[src/hw/oft_pkg.sv]
// Package with register map, field layout and carrier types of the offset trim bank.
`default_nettype none

package oft_pkg;

  // ----------------------------------------------------------------
  // Register bus geometry
  // ----------------------------------------------------------------
  localparam int unsigned ADDR_W = 12;
  localparam int unsigned DATA_W = 8;
  localparam int unsigned REG_W  = 16;
  localparam int unsigned TRIM_W = 12;
  localparam int unsigned NUM_REGS = 4;
  localparam int unsigned IDX_W  = 2;

  // ----------------------------------------------------------------
  // Byte addresses of the low byte of each register pair
  // ----------------------------------------------------------------
  localparam logic [ADDR_W-1:0] ADDR_CORE0_INPUT_B = 12'h08C;
  localparam logic [ADDR_W-1:0] ADDR_CORE1_INPUT_A = 12'h08E;
  localparam logic [ADDR_W-1:0] ADDR_CORE1_INPUT_B = 12'h090;
  localparam logic [ADDR_W-1:0] ADDR_CORE2_INPUT_A = 12'h092;

  // Storage index of each register.
  localparam logic [IDX_W-1:0] IDX_CORE0_INPUT_B = 2'h0;
  localparam logic [IDX_W-1:0] IDX_CORE1_INPUT_A = 2'h1;
  localparam logic [IDX_W-1:0] IDX_CORE1_INPUT_B = 2'h2;
  localparam logic [IDX_W-1:0] IDX_CORE2_INPUT_A = 2'h3;

  // ----------------------------------------------------------------
  // Field layout and values after reset
  // ----------------------------------------------------------------
  localparam int unsigned TRIM_LSB     = 0;
  localparam int unsigned TRIM_MSB     = 11;
  localparam logic [3:0]  RESERVED_RST = 4'h0;
  localparam logic [REG_W-1:0]  REG_RST   = 16'h0000;
  localparam logic [DATA_W-1:0] RDATA_RST = 8'h00;
  localparam logic [TRIM_W-1:0] TRIM_RST  = 12'h000;

  // Factory trim values, one per register.
  typedef struct packed {
    logic [TRIM_W-1:0] core0_input_b;
    logic [TRIM_W-1:0] core1_input_a;
    logic [TRIM_W-1:0] core1_input_b;
    logic [TRIM_W-1:0] core2_input_a;
  } oft_trim_set_s;

  // Trim handed to one converter core.
  typedef struct packed {
    logic              valid;
    logic [TRIM_W-1:0] value;
  } oft_core_trim_s;

endpackage

`default_nettype wire
[src/hw/oft_offset_trim_regs.sv]
// Offset trim register bank for the three converter cores, with byte-wide register port.
//
// Chosen here: strobed register access.
`default_nettype none

// What this block does
// - Each register keeps an unsigned 12-bit trim in bits 11-0; bits 15-12 reserved.
// - Core zero input B trim is driven only while core zero samples input B.
// - Core one input A trim is driven only while core one samples input A.
// - Core one input B trim is driven only while core one samples input B.
// - Core two input A trim is driven only while core two samples input A.
// - From the second edge after reset release registers read factory trim and a write replaces it.
// - Core one input A register sits at bytes 0x08E and 0x08F.
// - Core one input B register sits at bytes 0x090 and 0x091.
// - Core two input A register sits at bytes 0x092 and 0x093.
module oft_offset_trim_regs (
  input  wire logic                            CLK_IN,
  input  wire logic                            RST_B_IN,
  input  wire logic [oft_pkg::ADDR_W-1:0]      REG_ADDR_IN,
  input  wire logic [oft_pkg::DATA_W-1:0]      REG_WDATA_IN,
  input  wire logic                            REG_WR_IN,
  input  wire logic                            REG_RD_IN,
  output logic      [oft_pkg::DATA_W-1:0]      REG_RDATA_OUT,
  input  wire oft_pkg::oft_trim_set_s          FACTORY_TRIM_IN,
  input  wire logic [2:0]                      CORE_ON_INPUT_B_IN,
  output oft_pkg::oft_core_trim_s              CORE0_TRIM_OUT,
  output oft_pkg::oft_core_trim_s              CORE1_TRIM_OUT,
  output oft_pkg::oft_core_trim_s              CORE2_TRIM_OUT
);
  import oft_pkg::*;

  // ----------------------------------------------------------------
  // Address decode
  // ----------------------------------------------------------------

  // Returns {hit, index} for a byte address; both bytes of a pair share an index.
  function automatic logic [IDX_W:0] decode_addr(input logic [ADDR_W-1:0] addr);
    logic [ADDR_W-1:0] base;
    base = {addr[ADDR_W-1:1], 1'b0};
    if (base == ADDR_CORE0_INPUT_B) begin
      decode_addr = {1'b1, IDX_CORE0_INPUT_B};
    end else if (base == ADDR_CORE1_INPUT_A) begin
      decode_addr = {1'b1, IDX_CORE1_INPUT_A};
    end else if (base == ADDR_CORE1_INPUT_B) begin
      decode_addr = {1'b1, IDX_CORE1_INPUT_B};
    end else if (base == ADDR_CORE2_INPUT_A) begin
      decode_addr = {1'b1, IDX_CORE2_INPUT_A};
    end else begin
      decode_addr = {1'b0, IDX_CORE0_INPUT_B};
    end
  endfunction

  logic [REG_W-1:0]  regs [NUM_REGS];
  logic              loaded;
  logic [DATA_W-1:0] rdata;
  oft_core_trim_s    core0_trim;
  oft_core_trim_s    core1_trim;
  oft_core_trim_s    core2_trim;

  wire logic [IDX_W:0]    dec       = decode_addr(REG_ADDR_IN);
  wire logic              hit       = dec[IDX_W];
  wire logic [IDX_W-1:0]  idx       = dec[IDX_W-1:0];
  wire logic              high_byte = REG_ADDR_IN[0];
  wire logic              wr_ok     = REG_WR_IN && hit && loaded;

  // The selected byte of the addressed register; unmapped addresses read zero.
  wire logic [DATA_W-1:0] read_byte =
    !hit      ? RDATA_RST :
    high_byte ? regs[idx][REG_W-1:DATA_W] :
                regs[idx][DATA_W-1:0];

  wire logic [REG_W-1:0] factory_word [NUM_REGS];
  assign factory_word[IDX_CORE0_INPUT_B] = {RESERVED_RST, FACTORY_TRIM_IN.core0_input_b};
  assign factory_word[IDX_CORE1_INPUT_A] = {RESERVED_RST, FACTORY_TRIM_IN.core1_input_a};
  assign factory_word[IDX_CORE1_INPUT_B] = {RESERVED_RST, FACTORY_TRIM_IN.core1_input_b};
  assign factory_word[IDX_CORE2_INPUT_A] = {RESERVED_RST, FACTORY_TRIM_IN.core2_input_a};

  // ----------------------------------------------------------------
  // Register storage
  // ----------------------------------------------------------------

  // The factory trim cannot be taken under the asynchronous reset, so it is loaded
  // on the first edge after release; a write in that cycle is dropped.
  always_ff @(posedge CLK_IN or negedge RST_B_IN) begin
    if (!RST_B_IN) begin
      loaded <= 1'b0;
    end else begin
      loaded <= 1'b1;
    end
  end

  always_ff @(posedge CLK_IN or negedge RST_B_IN) begin
    if (!RST_B_IN) begin
      for (int i = 0; i < NUM_REGS; i++) begin
        regs[i] <= REG_RST;
      end
    end else if (!loaded) begin
      for (int i = 0; i < NUM_REGS; i++) begin
        regs[i] <= factory_word[i];
      end
    end else if (wr_ok && high_byte) begin
      regs[idx][REG_W-1:DATA_W] <= REG_WDATA_IN;
    end else if (wr_ok) begin
      regs[idx][DATA_W-1:0] <= REG_WDATA_IN;
    end
  end

  // Read data stands only in the cycle after the read strobe.
  // Idle cycles return zero, so a stale byte is never taken for a fresh answer.
  always_ff @(posedge CLK_IN or negedge RST_B_IN) begin
    if (!RST_B_IN) begin
      rdata <= RDATA_RST;
    end else begin
      rdata <= REG_RD_IN ? read_byte : RDATA_RST;
    end
  end

  assign REG_RDATA_OUT = rdata;

  // ----------------------------------------------------------------
  // Trim application to the cores
  // ----------------------------------------------------------------

  // Only the 12-bit trim field goes to a core; reserved bits steer nothing.
  wire logic [TRIM_W-1:0] trim_c0b = regs[IDX_CORE0_INPUT_B][TRIM_MSB:TRIM_LSB];
  wire logic [TRIM_W-1:0] trim_c1a = regs[IDX_CORE1_INPUT_A][TRIM_MSB:TRIM_LSB];
  wire logic [TRIM_W-1:0] trim_c1b = regs[IDX_CORE1_INPUT_B][TRIM_MSB:TRIM_LSB];
  wire logic [TRIM_W-1:0] trim_c2a = regs[IDX_CORE2_INPUT_A][TRIM_MSB:TRIM_LSB];

  // Core zero on input A and core two on input B take trims held elsewhere,
  // so this bank drops valid for them.
  wire oft_core_trim_s next_core0_trim =
    CORE_ON_INPUT_B_IN[0] ? oft_core_trim_s'{valid: 1'b1, value: trim_c0b} :
                            oft_core_trim_s'{valid: 1'b0, value: TRIM_RST};
  wire oft_core_trim_s next_core1_trim =
    CORE_ON_INPUT_B_IN[1] ? oft_core_trim_s'{valid: 1'b1, value: trim_c1b} :
                            oft_core_trim_s'{valid: 1'b1, value: trim_c1a};
  wire oft_core_trim_s next_core2_trim =
    !CORE_ON_INPUT_B_IN[2] ? oft_core_trim_s'{valid: 1'b1, value: trim_c2a} :
                             oft_core_trim_s'{valid: 1'b0, value: TRIM_RST};

  always_ff @(posedge CLK_IN or negedge RST_B_IN) begin
    if (!RST_B_IN) begin
      core0_trim <= '{valid: 1'b0, value: TRIM_RST};
      core1_trim <= '{valid: 1'b0, value: TRIM_RST};
      core2_trim <= '{valid: 1'b0, value: TRIM_RST};
    end else begin
      core0_trim <= next_core0_trim;
      core1_trim <= next_core1_trim;
      core2_trim <= next_core2_trim;
    end
  end

  assign CORE0_TRIM_OUT = core0_trim;
  assign CORE1_TRIM_OUT = core1_trim;
  assign CORE2_TRIM_OUT = core2_trim;

  wire logic [ADDR_W-1:0] addr_base = {REG_ADDR_IN[ADDR_W-1:1], 1'b0};
endmodule

`default_nettype wire

[config.mk]
export PLATFORM = sky130hd
export DESIGN_NAME = oft_offset_trim_regs
export DESIGN_NICKNAME = d
export VERILOG_FILES = /design/src/hw/oft_pkg.sv /design/src/hw/oft_offset_trim_regs.sv
export SDC_FILE = /design/constraint.sdc
export NUM_CORES = 1
export LEC_CHECK = 0
export BUFFER_PORTS_ARGS = -buffer_cell sky130_fd_sc_hd__buf_4
export CORE_MARGIN = 1
export CORE_UTILIZATION = 55
export DETAILED_ROUTE_END_ITERATION = 10
export HOLD_SLACK_MARGIN = 0.06
export PLACE_DENSITY = 0.83
export SYNTH_ARGS = -nofsm -noshare
export SYNTH_HDL_FRONTEND = slang
export SYNTH_SLANG_ARGS = --single-unit
export TNS_END_PERCENT = 1
[constraint.sdc]
create_clock -name CLK_IN -period 3.8 [get_ports CLK_IN]
set_clock_uncertainty 0.15 [all_clocks]
set_input_delay 0.57 -clock CLK_IN [delete_from_list [all_inputs] [get_ports CLK_IN]]
set_output_delay 0.57 -clock CLK_IN [all_outputs]
set_load 0.03 [all_outputs]
# --- Word level (Yosys, flattened, before mapping) ---
# Cells that the tools add are included.
totals:
  inputBits: 75
  out_inout_bits: 47
  elab_cells: 46
  reg_bits: 112
classes:
  n_mux: 22
  reduce_logical: 4
  eq_ne: 5
  n_lt_le_gt_ge: 2
  bitwise: 1
op_table:
  columns: ["operator", "count"]
  rows:
  - ["64-bit 2-to-1 mux", 3]
  - ["64-bit bitwise mux", 2]
  - ["16-bit demux with 2-bit select", 2]
  - ["16-bit 2-to-1 mux", 3]
  - ["11-bit by 7-bit == test with 1-bit output, second input constant", 4]
  - ["16-bit binary-select mux with 2-bit select", 1]
  - ["8-bit 2-to-1 mux", 4]
  - ["13-bit 2-to-1 mux", 2]
  - ["12-bit 2-to-1 mux", 1]
  - ["3-bit 2-to-1 mux", 4]
  - ["1-bit logical AND", 4]
  - ["3-bit >= comparator, second input constant", 1]
  - ["3-bit by 1-bit less-than comparator with 1-bit output, second input constant", 1]
  - ["3-bit by 1-bit inequality test with 1-bit output, second input constant", 1]
  - ["2-bit inverter with 3-bit output", 1]

# --- Depth between registers and ports, before layout ---
# Gate-level depths: netlist of run 1.
logic_depth:
  depth_word: 14
  depth_mapped: 7
  mapped_depth_nobuf: 4

# --- Worst setup path before layout of run 1 ---
# OpenSTA, ideal clock, no wires.
synth_path:
  path_type: "in2reg"
  start: "in REG_ADDR_IN[10] (netlist name)"
  end: "reg regs[48] (netlist name)"
  path_buffers: 3
  cell_stages: 7
  required_ps: 3499
  slack_ps: 1473
  arrival_ps: 2026
  cell_sequence: "or4b_4 -> buf_6 -> or2_1 -> buf_6 -> clkbuf_1 -> o211ai_1 -> o31ai_1"
synth_via:
  elab_chain_cells: 14
  word_cells_on_any_way: 24
  classes_between: "2 x order compare; 5 x eq/ne; 12 x mux; 1 x bitwise; 4 x reduce/logical"
synth_rtl:
  columns: ["item", "line", "rtl"]
  rows:
  - ["from (decl)", "oft_offset_trim_regs.sv:19", "input wire logic [oft_pkg::ADDR_W-1:0] REG_ADDR_IN,"]
  - ["11-bit by 7-bit == test with 1-bit output", "oft_offset_trim_regs.sv:46", "end else if (base == ADDR_CORE2_INPUT_A) begin"]
  - ["3-bit 2-to-1 mux", "oft_offset_trim_regs.sv:46", null]
  - ["3-bit 2-to-1 mux", "oft_offset_trim_regs.sv:44", "end else if (base == ADDR_CORE1_INPUT_B) begin"]
  - ["3-bit 2-to-1 mux", "oft_offset_trim_regs.sv:42", "end else if (base == ADDR_CORE1_INPUT_A) begin"]
  - ["3-bit 2-to-1 mux *", "oft_offset_trim_regs.sv:40", "if (base == ADDR_CORE0_INPUT_B) begin"]
  - ["2-bit inverter with 3-bit output (implied by the code)", "oft_offset_trim_regs.sv:102, oft_offset_trim_regs.sv:104", null]
  - ["3-bit >= comparator (implied by the code) or 3-bit by 1-bit less-than comparator with 1-bit output (tied branches)", "oft_offset_trim_regs.sv:104", "regs[idx][DATA_W-1:0] <= REG_WDATA_IN;"]
  - ["1-bit logical AND (implied by the code)", "oft_offset_trim_regs.sv:104", null]
  - ["8-bit 2-to-1 mux (implied by the code)", "oft_offset_trim_regs.sv:104", null]
  - ["16-bit demux with 2-bit select", "oft_offset_trim_regs.sv:104", null]
  - ["64-bit bitwise mux", "oft_offset_trim_regs.sv:104", null]
  - ["64-bit 2-to-1 mux", "oft_offset_trim_regs.sv:103", "end else if (wr_ok) begin"]
  - ["64-bit 2-to-1 mux", "oft_offset_trim_regs.sv:101", "end else if (wr_ok && high_byte) begin"]
  - ["64-bit 2-to-1 mux", "oft_offset_trim_regs.sv:97", "end else if (!loaded) begin"]
  - ["to (signal, indexed assignment)", "oft_offset_trim_regs.sv:99", "regs[i] <= factory_word[i];"]
  - ["to (decl)", "oft_offset_trim_regs.sv:53", "logic [REG_W-1:0] regs [NUM_REGS];"]
# Every way passes the cells marked *; elsewhere a longest branch is shown, timed or not. The select of a mux whose other input is x is not followed.
# A chain may end at the register's enable or synchronous reset.

# --- Worst setup path after layout of run 1 ---
layout_path:
  start: "in REG_ADDR_IN[1] (netlist name)"
  end: "reg regs[20] (netlist name)"
# The elaborated chain is that of the path after synthesis.

==> flow_summary.json, run 1 <==
{
  "vias": 4644,
  "path_cells": "buf_4 > inv_1 > nand4_1 > o21ai_1 > mux2_2",
  "multiInputGateArea_um2": 2330,
  "slew_viol_final": 0,
  "syn_nets": 571,
  "io_buffers": 121,
  "cp_max_fo": 31,
  "drc": 0,
  "drive_gt1_share_pct": 30.8,
  "crit_path_end_kind": "flop",
  "fmax_ghz": 0.372,
  "cts_root_buf": "clkbuf_8",
  "seqCellArea_um2": 2780,
  "start_util_pct": 57.4,
  "synth_area_um2": 5360,
  "place_ws_ns": 0.781,
  "num_rows": 35,
  "track_usage_pct": 31.4,
  "cts_buffer_depth": 2,
  "clkTransAtPathRegs_ns": 0.10,
  "maxCapViolations": 0,
  "grt-ovfl-total": 0,
  "hp-class": "in2async",
  "cts_resized": 0,
  "wl_mm": 15.4,
  "ys.flop_type": "dfrtp_1",
  "fp.dieH_um": 101,
  "crit_family": "compound AO/OA/AOI/OAI gates",
  "numCtsBuffers": 9,
  "path_buf_inv": 2,
  "synth_area_leader_cell": "dfrtp_1",
  "nFillCells": 696,
  "rsz0062_at_grt": "false",
  "seq_area_frac_synth_pct": 51.9,
  "wl_per_cell_um": 21.4,
  "synth_cell_types": 47,
  "total_leakage_power_uw": 0.00291,
  "drtIter0Drc": 365,
  "antenna_found_initial": 1,
  "async_flop_share_pct": 100,
  "die_area_um2": 10100,
  "cts_tree": "built",
  "clk_latency_ns": 0.37,
  "fin_crit_sh_pct": 70.7,
  "yosys-top-cells-area": "dfrtp_1 52%, mux2_2 5.5%, mux2i_1 4.5%, a21oi_1 3.8%, o21ai_0 3.8%",
  "gp_routability_congestion": 0.913,
  "setup_tns_ns": 0,
  "cts_num_sinks": 111,
  "dp_hpwl_mm": 10.5,
  "cts_setup_buffers": 0,
  "avgSynthCellArea_um2": 10.8,
  "power_density_nw_per_um2": 389,
  "cpPeakStageDelay_ns": 0.75,
  "synth_top_area_share_pct": 51.9,
  "areaGrowthSynthToFinish_pct": 21.1,
  "finalHoldViolations": 0,
  "worst_pin_slew_ns": 1.05,
  "setup_viol": 0,
  "cp.arrival_ns": 2.79,
  "synth-seq-cells": 111,
  "core_area_um2": 9330,
  "grt_max_degree": 63,
  "ir_drop_mv": 0.233,
  "run_status": "finished, final reports clean",
  "hold_buffers": 0,
  "synth_warnings": 0,
  "htree_num_levels": 3,
  "grt_pass1_wl_mm": 23.8,
  "drtAntennaViolNets": 0,
  "min_period_ns": 2.69,
  "p_total_uw": 2520,
  "vias_per_cell": 6.44,
  "io_pins": 122,
  "synth_cells": 496,
  "worst_path_max_delay_cell": "o21ai_1",
  "dieWidth_um": 101,
  "path_class": "in2reg",
  "fin_nets": 662,
  "finalWorstSetupSlack_ns": 1.11,
  "cp-start-kind": "input port",
  "worst_ep_required_time_ns": 3.90,
  "synth-edff-count": 0,
  "whs_ns": 0.122,
  "relSlewSlack_pct": 29.8,
  "drt_pre_antenna_iters": 6,
  "grt_pass1_vias": 4465
}
==> placed cells by master (no fill, tap or decap), types with 2 or more instances in the layout <==
cell       count
inv_1          5
o21ai_0       41
nor2_1        26
clkbuf_8      10
nand4_1        2
nor3_2         2
nor2b_1       12
a2111oi_4      2
o31ai_1        8
o211ai_1       8
or3_1          3
dfrtp_1      111
a2bb2oi_1     16
a32o_1        15
buf_4        131
mux2i_1       24
clkinv_2       2
o21ai_1        2
mux2_2        26
a21oi_1       41
nand3_1       17
bufinv_16      2
a31oi_1       25
o221ai_1      16
nand2_1       12
and2_1        12
==> cell families after synthesis <==
kind of cell / synth area share [%]
AOI/OAI and AO/OA: 23.0
buffers and inverters: 4.65
DFF: 51.9
muxes: 10.2
other: 0.0700
and+or+nand+nor: 10.3
==> cell type report <==
class | count | share of cell area [%]
antenna | 1 | 0.0386
clock buffer | 11 | 2.18
clock inverter | 4 | 1.08
inverter | 5 | 0.289
multi-input combinational | 329 | 35.9
sequential | 111 | 42.8
tap | 129 | 2.49
timing repair buffer | 131 | 15.2
==> metal layers <==
metal,global-route usage (%),vias up,part of all wire (%)
met5,0,-,0
met4,12.6,0,3.2
met3,7.07,51,11
met2,48.5,330,47
met1,43.2,2242,39
li1,-,2021,-
==> synth_stat cells, types with 9 or more instances <==
master,instances
nor2b_1,12
buf_2,9
o21ai_0,41
and2_1,12
a2bb2oi_1,16
clkbuf_1,36
nor2_1,26
mux2i_1,24
dfrtp_1,111
a31oi_1,25
a32o_1,15
o221ai_1,16
a21oi_1,41
nand2_1,12
mux2_2,26
nand3_1,17
==> registers in the layout, indices dropped and copies added (netlist names) <==
| name | count |
|---|---|
| CORE0_TRIM_OUT | 13 |
| CORE1_TRIM_OUT | 13 |
| CORE2_TRIM_OUT | 13 |
| REG_RDATA_OUT | 8 |
| regs | 64 |
==> final timing paths <==
check / cells after the start / end / slack (ns) / from
max in group asynchronous: 2 / regs[22]$_DFFE_PN0P_ / 2.51 / RST_B_IN
min in group CLK_IN: 1 / CORE0_TRIM_OUT[12]$_DFF_PN0_ / 0.26 / CORE_ON_INPUT_B_IN[0]
max: 5 / regs[20]$_DFFE_PN0P_ / 1.11 / REG_ADDR_IN[1]
min: 1 / CORE0_TRIM_OUT[2]$_DFF_PN0_ / 0.12 / RST_B_IN
max reg2reg: 4 / regs[52]$_DFFE_PN0P_ / 1.53 / CORE1_TRIM_OUT[12]$_DFF_PN0_
min reg2reg: 1 / CORE0_TRIM_OUT[1]$_DFF_PN0_ / 0.39 / regs[49]$_DFFE_PN0P_
==> per-stage QoR <==
step                area [um^2]  instances  util [%]
global route               6480        720      69.5
finish                     6480        721      69.5
detailed placement         6270        705      67.2
floorplan                  5360        496         -
global placement           6270        705      67.2
CTS                        6480        720      69.5
==> where the power goes <==
part           internal [uW]  leakage, uW  switching [uW]
sequential              1260      0.00139            56.2
combinational            188      0.00140             251
clock                    385     0.000109             380
Power figures use the tool's default switching activity.
==> run 2, diff against run 1 <==
Settings changed: ABC_AREA set to 1, CORE_UTILIZATION 55 to 50, PLACE_DENSITY 0.83 to 0.79.
Clock period 3.8 ns to 2.35 ns, I/O delays scaled along.
==> run 2 against run 1 <==
Clock power up 90%. Highest routed layer unchanged. Cell count rose by 44%. Core utilization shrank 5.4 points. Critical path type unchanged.
==> flow_summary.json, run 2 <==
{
  "cp_max_fo": 9,
  "largest_reg_flops": 64,
  "cp_common_cell": "nand2_1",
  "reg2regPathDepth": 7,
  "synth_area_leader_cell": "dfrtp_1",
  "fin_crit_sh_pct": 79.0,
  "power_density_nw_per_um2": 628,
  "gp_routability_congestion": 0.953,
  "crit_family": "simple AND/OR/NAND/NOR gates",
  "maxCapViolations": 0,
  "grt-ovfl-total": 0,
  "finalHoldViolations": 0,
  "drtIter0Drc": 438,
  "drive_gt1_share_pct": 20.1,
  "seq_area_frac_synth_pct": 48.8,
  "cp.arrival_ns": 2.00,
  "cpPeakStageDelay_ns": 0.25,
  "highest_layer": "met4",
  "clk_latency_ns": 0.35,
  "drc": 0,
  "wl_met1_mm": 7.00,
  "path_cells": "buf_4 > nor2_1 > nand2_1 > nor2_4 > buf_4 > nand3_1 > nand2_1 > inv_1 > nor2_8 > nand2_1 > nand2_1",
  "slew_viol_final": 0,
  "wl_mm": 15.9,
  "min_to": "regs[9]$_DFFE_PN0P_",
  "cts_root_buf": "clkbuf_16",
  "rrSetupSlack_ns": 0.72,
  "track_usage_pct": 28.6,
  "drtAntennaViolNets": 0,
  "synth_cells": 770,
  "synthTopCellsByCount": "303 x nand2_1, 111 x dfrtp_1, 90 x nor2_1",
  "crit_path_end_kind": "flop",
  "synth-compound-area-share_pct": 4.49,
  "relSlewSlack_pct": 64.8,
  "syn_nets": 845,
  "areaGrowthSynthToFinish_pct": 23.9,
  "antenna_found_initial": 0,
  "rsz0062_at_grt": "false",
  "synth_top_area_share_pct": 48.8,
  "htree_num_levels": 3,
  "fmax_ghz": 0.539,
  "cts_resized": 0,
  "ir_drop_mv": 0.433,
  "synthMuxAreaShare_pct": 0,
  "fin_nets": 968,
  "synth-xor-area-share_pct": 0,
  "async_flop_share_pct": 100,
  "total_leakage_power_uw": 0.00399,
  "mostFrequentLayoutCells": "303 x nand2_1, 138 x buf_4, 111 x dfrtp_1, 90 x nor2_1, 86 x inv_1",
  "p_total_uw": 4420,
  "grt_max_degree": 39,
  "synth-edff-count": 0,
  "dieWidth_um": 109,
  "wl_met3_mm": 1.36,
  "num_rows": 38,
  "multiInputGateArea_um2": 2390,
  "path_class": "in2reg",
  "worst_path_max_delay_cell": "nand2_1",
  "synth_cell_types": 28,
  "grt_pass1_vias": 4898,
  "cp-start-kind": "input port",
  "path_buf_inv": 3,
  "cts_tree": "built",
  "io_pins": 122,
  "avgSynthCellArea_um2": 7.39,
  "worst_ep_required_time_ns": 2.49,
  "fp.dieH_um": 109,
  "seqCellArea_um2": 2780,
  "die_area_um2": 11800,
  "wl_met2_mm": 7.14,
  "synthAdderAreaFrac_pct": 0,
  "run_status": "finished, final reports clean",
  "ys.flop_type": "dfrtp_1",
  "vias": 5312,
  "start_util_pct": 51.8,
  "setup_tns_ns": 0,
  "final_common_cell": "nand2_1",
  "drt_pre_antenna_iters": 8,
  "synth-seq-cells": 111,
  "core_area_um2": 11000,
  "numCtsBuffers": 9,
  "regMostFlops": "regs",
  "hold_depth": 3,
  "synth_top_family_by_area": "simple AND/OR/NAND/NOR gates",
  "cts_num_sinks": 111,
  "synth_warnings": 0,
  "clkTransAtPathRegs_ns": 0.07,
  "hp-class": "in2reg",
  "grt_pass1_wl_mm": 25.3,
  "cts_buffer_depth": 2,
  "yosys.cell_count.top_type": "nand2_1",
  "r2r_end": "regs[52]$_DFFE_PN0P_",
  "dp_hpwl_mm": 11.8,
  "worst_pin_slew_ns": 0.528,
  "vias_per_cell": 5.13,
  "reg2reg_from": "CORE1_TRIM_OUT[12]$_DFF_PN0_",
  "wl_per_cell_um": 15.4,
  "synth-simple-area-share_pct": 37.6,
  "hold_start": "FACTORY_TRIM_IN[9]",
  "min_period_ns": 1.86,
  "io_buffers": 121,
  "nFillCells": 981,
  "diodes": 0,
  "yosys-top-cells-area": "dfrtp_1 49%, nand2_1 20%, nand3_1 6.1%, nor2_1 5.9%, inv_1 5.7%",
  "synth_area_um2": 5690,
  "setup_viol": 0
}
## run 2: cell count changes after synthesis, moves of 15 or more
cell and change:
a31oi_1 -25, a32o_1 -15, a2bb2oi_1 -16, o21ai_0 -16, clkbuf_1 -21, a21oi_1 -22, nand2_1 +291, mux2i_1 -24
nand3_1 +52, inv_1 +81, mux2_2 -26, o221ai_1 -16, nor2_1 +64
## run 2: per-layer routing
layer,vias to the layer above,global-route usage [%]
met4,0,8.78
met2,293,43.6
met1,2378,41.4
met5,-,0
met3,41,5.32
li1,2600,-
## run 2: worst max-delay path by stage
stage                                from                   end  slack [ns]  depth (start not counted)
after global routing      REG_ADDR_IN[10]  regs[22]$_DFFE_PN0P_        0.33                         11
after CTS                 REG_ADDR_IN[10]  regs[18]$_DFFE_PN0P_        0.50                         11
after floorplan           REG_ADDR_IN[10]  regs[32]$_DFFE_PN0P_        0.63                         11
after global placement    REG_ADDR_IN[10]  regs[17]$_DFFE_PN0P_        0.22                         11
after detailed placement  REG_ADDR_IN[10]  regs[18]$_DFFE_PN0P_        0.17                         11
final                     REG_ADDR_IN[10]  regs[18]$_DFFE_PN0P_        0.49                         11
## run 2: cell type report
class / count / area share (%)
timing repair buffer: 141 / 15.4
multi-input combinational: 540 / 34.0
clock buffer: 9 / 3.20
sequential: 111 / 39.4
tap: 140 / 2.49
clock inverter: 5 / 0.639
inverter: 90 / 4.83
## run 2: worst reg2reg max path: stages (launching register included)
cell	delay, ns
dfrtp_1	0.42
inv_1	0.13
buf_4	0.26
nor2_2	0.07
inv_1	0.11
nand3_2	0.21
nand2_1	0.12
nand2_1	0.06
## run 2: stage by stage
| stage | hold slack, ns | instances | utilization (%) | instance area, um^2 | setup slack [ns] |
|---|---|---|---|---|---|
| floorplan | -0.0931 | 770 | - | 5690 | 0.627 |
| global placement | 0.212 | 1021 | 61.6 | 6760 | 0.220 |
| detailed placement | 0.209 | 1021 | 61.6 | 6760 | 0.166 |
| CTS | 0.0690 | 1036 | 64.1 | 7040 | 0.503 |
| global route | 0.0692 | 1036 | 64.1 | 7040 | 0.334 |
| finish | 0.0644 | 1036 | 64.1 | 7040 | 0.493 |
## run 2: power breakdown
part	internal (uW)	leakage, uW	switching, uW
sequential	2070	0.00143	108
clock	724	0.000130	731
combinational	296	0.00243	497
total	3090	0.00399	1340
## run 2: what timing repair did
item                                    4_1_cts  5_1_grt
hold buffers                                  1        0
endpoints found under the hold margin        35        0
endpoints found under the setup margin        0        0
buffers inserted                              0        0
## run 2: kinds of logic (layout without fill, tap and decap cells)
kind of cell,after synthesis,in the layout
buffers and inverters,119,245
AO/OA/AOI/OAI,46,46
other,1,1
AND/OR/NAND/NOR,493,493
flip-flops,111,111
